## src/status_report_defines.vh

```
// Constants for the instrument status reporting block.
// Assumes inclusion by bare name from the design files.
`ifndef STATUS_REPORT_DEFINES_VH
`define STATUS_REPORT_DEFINES_VH

// Command codes on the command port.
`define CMD_W                4
`define CMD_ESR_QUERY        4'h0
`define CMD_ESE_SET          4'h1
`define CMD_ESE_QUERY        4'h2
`define CMD_STB_QUERY        4'h3
`define CMD_OPER_COND_QUERY  4'h4
`define CMD_OPER_EVENT_QUERY 4'h5
`define CMD_QUES_COND_QUERY  4'h6
`define CMD_QUES_EVENT_QUERY 4'h7
`define CMD_ERR_QUERY        4'h8
`define CMD_OPC_SET          4'h9

// Register widths.
`define BYTE_W               8
`define WORD_W               16
`define BCD_W                20

// Standard event and status byte bit positions.
`define ESR_OPC_BIT          0
`define ESR_DEV_ERR_BIT      3
`define STB_EAV_BIT          2
`define STB_ESB_BIT          5

// Operation register bit positions.
`define OPER_MEAS_BIT        4
`define OPER_LOG_BIT         10

// Questionable register bit positions.
`define QUES_CC_BIT          0
`define QUES_CV_BIT          1
`define QUES_OPP_BIT         3
`define QUES_TEMP_BIT        4
`define QUES_CAL_BIT         8
`define QUES_OVP_BIT         9
`define QUES_FUSE_BIT        10
`define QUES_SENSE_BIT       13
`define QUES_SENSE_TRIP_BIT  14
`define MSB_BIT              15

// Reset values.
`define BYTE_RESET           8'h00
`define WORD_RESET           16'h0000
`define BCD_RESET            20'h00000

// Error queue geometry and the no-error code.
`define ERRQ_AW              4
`define ERRQ_DEPTH           16
`define ERR_NONE_CODE        16'h0000

`endif

```

## src/error_queue_mem.v

```verilog
// Error queue storage: one write port, one read port with registered data.
// Assumes the caller keeps the pointers and never writes when the queue is full.
`include "status_report_defines.vh"

module error_queue_mem (
    // Clock.
    input  wire                   mclk_in,
    // Write port.
    input  wire                   wr_en_in,
    input  wire [`ERRQ_AW-1:0]    wr_addr_in,
    input  wire [`WORD_W-1:0]     wr_data_in,
    // Read port.
    input  wire [`ERRQ_AW-1:0]    rd_addr_in,
    output reg  [`WORD_W-1:0]     rd_data_out
);

    reg [`WORD_W-1:0] mem_q [0:`ERRQ_DEPTH-1];

    always @(posedge mclk_in) begin
        if (wr_en_in) begin
            mem_q[wr_addr_in] <= wr_data_in;
        end
        rd_data_out <= mem_q[rd_addr_in];
    end

endmodule // error_queue_mem

```

## src/instrument_status_reporting.v

```verilog
// Status reporting logic: standard event, operation and questionable registers,
// status byte, error queue and decimal read-back, driven by a command port.
// Assumes commands and condition inputs are synchronous to mclk_in.
`include "status_report_defines.vh"

// Overview of operation
// - Enabled event rising sets summary bit.
// - Event enable mask settable and queryable.
// - Standard event register latches, query returns it.
// - Condition shows now, event since read.
// - Operation bit 4 on new measurement.
// - Operation bit 10 while logging enabled.
// - Questionable bit 0 in current regulation.
// - Questionable bit 1 in voltage regulation.
// - Questionable bit 3 on power trip.
// - Questionable bit 4 on over-temperature.
// - Questionable bit 8 while calibration_active.
// - Questionable bit 9 on overvoltage trip.
// - Questionable bit 10 on fuse trip.
// - Questionable bit 13 while remote sensing.
// - Questionable bit 14 on sense trip.
// - Bit 15 of both registers reads zero.
// - Eight-bit byte registers, sixteen-bit status registers.
// - Query returns sum of binary bit weights.
// - Error appends entry; query pops one.
// - Empty queue answers code zero, no error.
// - Reading event part clears it.
// - Unused bit positions read zero.
// - Operation complete set when commands finished.
module instrument_status_reporting (
    // Clock and reset.
    input  wire                   mclk_in,
    input  wire                   rst_in,
    // Command port.
    input  wire                   cmd_valid_in,
    input  wire [`CMD_W-1:0]      cmd_code_in,
    input  wire [`BYTE_W-1:0]     cmd_data_in,
    // Command execution state.
    input  wire                   exec_idle_in,
    // Standard event sources, one-cycle pulses.
    input  wire [`BYTE_W-1:0]     std_event_in,
    // Operation conditions.
    input  wire                   new_measurement_flag_in,
    input  wire                   logging_enabled_in,
    // Questionable conditions.
    input  wire                   current_regulation_mode_in,
    input  wire                   voltage_regulation_mode_in,
    input  wire                   power_limit_trip_in,
    input  wire                   overtemp_detected_in,
    input  wire                   calibration_active_in,
    input  wire                   overvoltage_trip_in,
    input  wire                   fuse_trip_in,
    input  wire                   remote_sense_enabled_in,
    input  wire                   sense_trip_in,
    // Error reports.
    input  wire                   err_push_in,
    input  wire [`WORD_W-1:0]     err_code_in,
    // Response port.
    output reg                    resp_valid_out,
    output reg  [`WORD_W-1:0]     resp_value_out,
    output reg  [`BCD_W-1:0]      resp_bcd_out,
    output reg                    resp_no_error_out,
    // Live status.
    output reg  [`BYTE_W-1:0]     status_byte_out,
    output reg  [`WORD_W-1:0]     operation_activity_status_out,
    output reg  [`WORD_W-1:0]     questionable_condition_status_out
);

    // Converts a binary value to five decimal digits by shift and add-three.
    function [`BCD_W-1:0] to_decimal;
        input [`WORD_W-1:0] bin;
        integer i;
        integer k;
        reg [`BCD_W+`WORD_W-1:0] s;
        begin
            s = {{`BCD_W{1'b0}}, bin};
            for (i = 0; i < `WORD_W; i = i + 1) begin
                for (k = 0; k < 5; k = k + 1) begin
                    if (s[`WORD_W+4*k +: 4] >= 4'h5) begin
                        s[`WORD_W+4*k +: 4] = s[`WORD_W+4*k +: 4] + 4'h3;
                    end
                end
                s = {s[`BCD_W+`WORD_W-2:0], 1'b0};
            end
            to_decimal = s[`BCD_W+`WORD_W-1:`WORD_W];
        end
    endfunction

    reg  [`BYTE_W-1:0]   esr_q;
    reg  [`BYTE_W-1:0]   esr_d;
    reg  [`BYTE_W-1:0]   ese_q;
    reg                  opc_pend_q;
    reg  [`WORD_W-1:0]   oper_cond_q;
    reg  [`WORD_W-1:0]   oper_event_q;
    reg  [`WORD_W-1:0]   ques_cond_q;
    reg  [`WORD_W-1:0]   ques_event_q;
    reg  [`ERRQ_AW:0]    wr_ptr_q;
    reg  [`ERRQ_AW:0]    rd_ptr_q;
    reg                  stage_valid_q;
    reg  [`CMD_W-1:0]    stage_cmd_q;
    reg  [`WORD_W-1:0]   stage_value_q;
    reg                  stage_empty_q;
    reg  [`WORD_W-1:0]   sel_value;
    wire [`WORD_W-1:0]   err_head;
    wire [`WORD_W-1:0]   oper_cond_d;
    wire [`WORD_W-1:0]   ques_cond_d;
    wire [`BYTE_W-1:0]   esr_set;
    wire                 q_empty;
    wire                 q_full;
    wire                 do_push;
    wire                 do_pop;
    wire                 opc_done;
    wire                 rd_esr;
    wire                 rd_oper_ev;
    wire                 rd_ques_ev;
    wire [`WORD_W-1:0]   oper_rise;
    wire [`WORD_W-1:0]   ques_rise;
    genvar               g;

    // Condition parts; unused positions and bit 15 tied to zero.
    assign oper_cond_d = {1'b0, 4'h0, logging_enabled_in, 5'h00,
                          new_measurement_flag_in, 4'h0};
    assign ques_cond_d = {1'b0, sense_trip_in, remote_sense_enabled_in,
                          2'b00, fuse_trip_in, overvoltage_trip_in,
                          calibration_active_in, 3'h0,
                          overtemp_detected_in, power_limit_trip_in,
                          1'b0, voltage_regulation_mode_in,
                          current_regulation_mode_in};

    // Rising edges of the condition parts, one detector per bit.
    generate
        for (g = 0; g < `WORD_W; g = g + 1) begin : g_rise
            assign oper_rise[g] = oper_cond_d[g] && !oper_cond_q[g];
            assign ques_rise[g] = ques_cond_d[g] && !ques_cond_q[g];
        end
    endgenerate

    // Queue state.
    assign q_empty  = (wr_ptr_q == rd_ptr_q);
    assign q_full   = (wr_ptr_q[`ERRQ_AW] != rd_ptr_q[`ERRQ_AW]) &&
                      (wr_ptr_q[`ERRQ_AW-1:0] == rd_ptr_q[`ERRQ_AW-1:0]);
    assign do_push  = err_push_in && !q_full;
    assign do_pop   = cmd_valid_in && (cmd_code_in == `CMD_ERR_QUERY) && !q_empty;

    // Read strobes of the event parts.
    assign rd_esr     = cmd_valid_in && (cmd_code_in == `CMD_ESR_QUERY);
    assign rd_oper_ev = cmd_valid_in && (cmd_code_in == `CMD_OPER_EVENT_QUERY);
    assign rd_ques_ev = cmd_valid_in && (cmd_code_in == `CMD_QUES_EVENT_QUERY);

    // Operation complete fires once earlier commands have finished.
    assign opc_done = opc_pend_q && exec_idle_in;

    // Standard event sources; a lost error report flags a device error.
    assign esr_set = std_event_in |
                     ({{(`BYTE_W-1){1'b0}}, opc_done} << `ESR_OPC_BIT) |
                     ({{(`BYTE_W-1){1'b0}}, err_push_in && q_full} << `ESR_DEV_ERR_BIT);

    // Event latches; a new event in the read cycle survives the clear.
    always @* begin
        esr_d = (rd_esr ? `BYTE_RESET : esr_q) | esr_set;
    end

    // Value selected for the query taken this cycle.
    always @* begin
        case (cmd_code_in)
            `CMD_ESR_QUERY:        sel_value = {8'h00, esr_q};
            `CMD_ESE_QUERY:        sel_value = {8'h00, ese_q};
            `CMD_STB_QUERY:        sel_value = {8'h00, status_byte_out};
            `CMD_OPER_COND_QUERY:  sel_value = oper_cond_q;
            `CMD_OPER_EVENT_QUERY: sel_value = oper_event_q;
            `CMD_QUES_COND_QUERY:  sel_value = ques_cond_q;
            `CMD_QUES_EVENT_QUERY: sel_value = ques_event_q;
            default:               sel_value = `WORD_RESET;
        endcase
    end

    error_queue_mem u_errq (
        .mclk_in     (mclk_in),
        .wr_en_in    (do_push),
        .wr_addr_in  (wr_ptr_q[`ERRQ_AW-1:0]),
        .wr_data_in  (err_code_in),
        .rd_addr_in  (rd_ptr_q[`ERRQ_AW-1:0]),
        .rd_data_out (err_head)
    );

    // Enable mask and pending operation complete.
    always @(posedge mclk_in) begin
        if (rst_in) begin
            ese_q      <= `BYTE_RESET;
            opc_pend_q <= 1'b0;
        end else begin
            if (cmd_valid_in && (cmd_code_in == `CMD_ESE_SET)) begin
                ese_q <= cmd_data_in;
            end
            if (cmd_valid_in && (cmd_code_in == `CMD_OPC_SET)) begin
                opc_pend_q <= 1'b1;
            end else if (opc_done) begin
                opc_pend_q <= 1'b0;
            end
        end
    end

    // Operation event part; a rise in the read cycle survives the clear.
    always @(posedge mclk_in) begin
        if (rst_in) begin
            oper_event_q <= `WORD_RESET;
        end else begin
            oper_event_q <= (rd_oper_ev ? `WORD_RESET : oper_event_q) | oper_rise;
        end
    end

    // Questionable event part; a rise in the read cycle survives the clear.
    always @(posedge mclk_in) begin
        if (rst_in) begin
            ques_event_q <= `WORD_RESET;
        end else begin
            ques_event_q <= (rd_ques_ev ? `WORD_RESET : ques_event_q) | ques_rise;
        end
    end

    // Standard event register, condition parts and error queue pointers.
    always @(posedge mclk_in) begin
        if (rst_in) begin
            esr_q        <= `BYTE_RESET;
            oper_cond_q  <= `WORD_RESET;
            ques_cond_q  <= `WORD_RESET;
            wr_ptr_q     <= {(`ERRQ_AW+1){1'b0}};
            rd_ptr_q     <= {(`ERRQ_AW+1){1'b0}};
        end else begin
            esr_q        <= esr_d;
            oper_cond_q  <= oper_cond_d;
            ques_cond_q  <= ques_cond_d;
            if (do_push) begin
                wr_ptr_q <= wr_ptr_q + 1'b1;
            end
            if (do_pop) begin
                rd_ptr_q <= rd_ptr_q + 1'b1;
            end
        end
    end

    // Status byte: summary of enabled events and error queue not empty.
    always @(posedge mclk_in) begin
        if (rst_in) begin
            status_byte_out <= `BYTE_RESET;
        end else begin
            status_byte_out <= `BYTE_RESET;
            status_byte_out[`STB_ESB_BIT] <= |(esr_d & ese_q);
            status_byte_out[`STB_EAV_BIT] <= !q_empty || do_push;
        end
    end

    // Live condition outputs.
    always @(posedge mclk_in) begin
        if (rst_in) begin
            operation_activity_status_out    <= `WORD_RESET;
            questionable_condition_status_out <= `WORD_RESET;
        end else begin
            operation_activity_status_out    <= oper_cond_d;
            questionable_condition_status_out <= ques_cond_d;
        end
    end

    // First response stage waits for the queue head read.
    always @(posedge mclk_in) begin
        if (rst_in) begin
            stage_valid_q <= 1'b0;
            stage_cmd_q   <= `CMD_ESR_QUERY;
            stage_value_q <= `WORD_RESET;
            stage_empty_q <= 1'b0;
        end else begin
            stage_valid_q <= cmd_valid_in && (cmd_code_in != `CMD_ESE_SET) &&
                             (cmd_code_in != `CMD_OPC_SET);
            stage_cmd_q   <= cmd_code_in;
            stage_value_q <= sel_value;
            stage_empty_q <= q_empty;
        end
    end

    // Second response stage: binary value and its decimal digits; error queries get zero digits.
    always @(posedge mclk_in) begin
        if (rst_in) begin
            resp_valid_out    <= 1'b0;
            resp_value_out    <= `WORD_RESET;
            resp_bcd_out      <= `BCD_RESET;
            resp_no_error_out <= 1'b0;
        end else begin
            resp_valid_out <= stage_valid_q;
            if (stage_valid_q) begin
                if (stage_cmd_q == `CMD_ERR_QUERY) begin
                    resp_value_out    <= stage_empty_q ? `ERR_NONE_CODE : err_head;
                    resp_bcd_out      <= `BCD_RESET;
                    resp_no_error_out <= stage_empty_q;
                end else begin
                    resp_value_out    <= stage_value_q;
                    resp_bcd_out      <= to_decimal(stage_value_q);
                    resp_no_error_out <= 1'b0;
                end
            end
        end
    end

endmodule // instrument_status_reporting

```

## config.mk

```make
export PLATFORM = sky130hd
export DESIGN_NAME = instrument_status_reporting
export DESIGN_NICKNAME = d
export VERILOG_FILES = /design/src/error_queue_mem.v /design/src/instrument_status_reporting.v
export VERILOG_INCLUDE_DIRS = /design/src /design/src/src
export SDC_FILE = /design/constraint.sdc
export NUM_CORES = 1
export LEC_CHECK = 0
export BUFFER_PORTS_ARGS = -buffer_cell sky130_fd_sc_hd__buf_2
export CORE_MARGIN = 2
export CORE_UTILIZATION = 30
export DETAILED_ROUTE_END_ITERATION = 6
export PLACE_DENSITY_LB_ADDON = 0.3
export REMOVE_ABC_BUFFERS = 1
export SYNTH_ARGS = -nofsm -noshare
export SYNTH_HDL_FRONTEND = slang
export SYNTH_SLANG_ARGS = --single-unit
```

## constraint.sdc

```tcl
create_clock -name mclk_in -period 9.6 [get_ports mclk_in]
set_input_delay 0 -clock mclk_in [delete_from_list [all_inputs] [get_ports mclk_in]]
set_output_delay 0 -clock mclk_in [all_outputs]
set_load 0.01 [all_outputs]
```

==> flow_summary.ini <==
[status]
outcome = finished, final reports clean

[timing]
finalClockSkew_ps = 19.6
fin_hold_ws_ps = 275
fin_crit_ps = 8980
fmax_ghz = 0.111
fin_tns_setup_ps = 0
finalCritPeriodShare_pct = 93.5
drv_slew = 0
worstMarginPinSlew_ps = 1130
slew_headroom_pct = 24.4
setup_violations = 0
final_hold_viol_count = 0
rsz0062_at_grt = no

[worst_setup_path]
r2r_start = stage_value_q[13]
reg2reg_to = resp_bcd_out[6]
end_kind = flip-flop
r2r_slack_ps = 620
path_class = reg -> reg
crit_path_max_fanout = 10
r2r_cells = 37
cp.arrival_ps = 9430
crit_required_ps = 10040
slowest_stage = fa_1
cp-start-kind = flip-flop
crit_top_cell = ha_1
slowest_delay_ps = 500

[cells_and_area]
fin_util_pct = 36.0
area_growth_pct = 18.4
final_nets = 1749
diodes = 0
drive_above_1_share_pct = 22.2
nFillCells = 5968

[yosys]
synth_top_family_by_area = compound AO/OA/AOI/OAI gates
ys_seq_area_share_pct = 54.0
synth_compound_area_share_pct = 13.6
synthMuxAreaShare_pct = 12.4
syn_area_um2 = 18800
synthCells = 1496
ys_ff_latch = 379
postSynth.asyncResetShare_pct = 0
synthFlopType = edfxtp_1
synth_top_area_share_pct = 40.9
synth_fa_ha_area_share_pct = 2.30
synth.distinct_cells = 122
synthXorXnorAreaFrac_pct = 1.82
yosys-top-cells-count = 256 x edfxtp_1, 128 x nor2_1, 123 x dfxtp_1, 82 x mux4_2, 81 x nand2_1
yosys.area_share.simple_pct = 11.9
synthTopCellsByArea = edfxtp_1 41%, dfxtp_1 13%, mux4_2 9.8%
syn_avg_cell_area_um2 = 12.6
synth_most_common_cell = edfxtp_1
yosysTopAreaCell = edfxtp_1
synth_edf_count = 256
ys_warn_count = 0

[global_route]
antenna_found_initial = 2
grt_pass1_vias = 13000
track_usage_pct = 14.9
grt_pass1_wl_um = 74800
overflow = 0
grt_max_degree = 68

[route]
drtIter0Drc = 841
dr.pass1.iters = 5
avgRoutedWirePerCell_um = 19.2
num_vias = 12900
vias_per_cell = 5.10
drc_errors = 0
drt_wl_total_um = 48600
ant_nets = 0

[die]
ios = 130
fp.coreArea_um2 = 61800
fp.dieH_um = 254
initial_utilization_pct = 30.4
rows = 91
die_w_um = 254
die-area_um2 = 64600

[hold_path]
worst_hold_path.endpoint = questionable_condition_status_out[14]
worstHoldStart = sense_trip_in
hold_class = in -> reg
whs_path_depth = 3

[clock_tree]
h-tree-depth = 2
clk_latency_ps = 570
cts.sinks = 379
cts_buffers = 41
tritoncts = built
clk_pin_slew_ps = 60
cts_buffer_depth = 3
root_buffer = clkbuf_16

[placement]
io_buffers = 101
dp.final_hpwl_um = 31400
gp_congestion = 0.813

[run]
maxCapViolCount = 0

[power]
peakVddDrop_mv = 0.101
leakagePower_nw = 7.80
p_per_area_nw_per_um2 = 163
-- per-layer routing --
metal,track usage (%),vias up,share of wire (%)
li1,-,6042,-
met1,19.4,6508,44
met2,25.5,287,50
met3,2.58,63,4.1
met4,4.35,2,2.2
met5,0,-,0.027
-- flip-flops by register name, summed over array words and instances, names as in the netlist, 8 cells and up --
register / count
u_errq.mem_q: 256
resp_bcd_out: 19
resp_value_out: 16
u_errq.rd_data_out: 16
stage_value_q: 13
ques_event_q: 9
questionable_condition_status_out: 9
ese_q: 8
esr_q: 8
-- critical path, delay by kind of cell, from the launching register on --
kind                       cells  cell delay [ps]
and+or+nand+nor               10             2060
adders and majority gates     10             2640
AOI/OAI and AO/OA             13             3340
buffers and inverters          4              380
DFF                            1              480
-- power breakdown --
part | switching (mW) | internal, mW | leakage, nW
logic | 0.172 | 0.123 | 3.84
clock network | 0.638 | 0.899 | 0.628
registers | 0.0235 | 1.78 | 3.33
total | 0.834 | 2.80 | 7.80
-- layout by cell type (no fill, tap or decap), types with 17 or more instances in the layout --
| master | Yosys | final |
|---|---|---|
| o21ai_0 | 26 | 26 |
| a211oi_1 | 26 | 26 |
| nor2_1 | 128 | 127 |
| edfxtp_1 | 256 | 256 |
| mux4_2 | 82 | 82 |
| nand3_1 | 38 | 38 |
| clkbuf_16 | 0 | 43 |
| xnor2_1 | 18 | 17 |
| inv_1 | 39 | 39 |
| mux2i_1 | 25 | 24 |
| nand2_1 | 81 | 81 |
| dlygate4sd3_1 | 0 | 76 |
| nor2b_1 | 39 | 39 |
| conb_1 | 1 | 28 |
| ha_1 | 33 | 31 |
| o21ai_1 | 19 | 19 |
| buf_4 | 32 | 33 |
| dfxtp_1 | 123 | 121 |
| a21oi_1 | 80 | 80 |
| nor3_1 | 24 | 20 |
| o211ai_1 | 20 | 20 |
| buf_2 | 4 | 100 |
-- area by class of cell --
type                    instances  area, um^2  share of cell area, %
clock buffers                  62        1170                   5.26
flip-flops and latches        379       10200                   45.6
multi-input cells             988        8080                   36.3
clock inverters                12         123                  0.551
repair buffers                209        1510                   6.78
well taps                     837        1050                   4.71
inverters                      44         165                  0.742
-- worst max path at each step --
stage	from	cells past startpoint	endpoint
after floorplan	stage_value_q[13]	41	resp_bcd_out[6]
final	stage_value_q[13]	37	resp_bcd_out[6]
after global routing	stage_value_q[13]	39	resp_bcd_out[13]
after detailed placement	stage_value_q[13]	37	resp_bcd_out[13]
after CTS	stage_value_q[13]	37	resp_bcd_out[13]
after global placement	stage_value_q[13]	37	resp_bcd_out[13]
-- per-stage QoR --
| stage | worst slack, ps | total power, mW | instance area (um^2) | cells |
|---|---|---|---|---|
| after global placement | 667 | 2.10 | 20100 | 2378 |
| after detailed placement | 265 | 2.11 | 20100 | 2378 |
| after floorplan | 928 | 2.00 | 18300 | 1411 |
| after CTS | 208 | 3.68 | 22200 | 2528 |
| final | 620 | 3.63 | 22200 | 2531 |
| after global routing | 5.03 | 3.78 | 22200 | 2531 |
-- what timing repair did --
| item | 4_1_cts | 5_1_grt |
|---|---|---|
| gates resized for setup | 0 | 8 |
| setup endpoints to repair | 0 | 12 |
| setup buffers | 0 | 3 |
| endpoints found under the hold margin | 311 | 0 |
| hold buffers | 76 | 0 |
-- cells by family (layout without fill, tap and decap cells) --
family / count (synthesis) / in the layout
and+or+nand+nor: 428 / 428
DFF: 379 / 379
AOI/OAI and AO/OA: 339 / 339
buffers and inverters: 156 / 327
muxes: 126 / 126
adders and majority gates: 34 / 34
xor gates and xnor gates: 33 / 33
other: 1 / 28
Note: power is estimated with default switching activity, not from simulation.
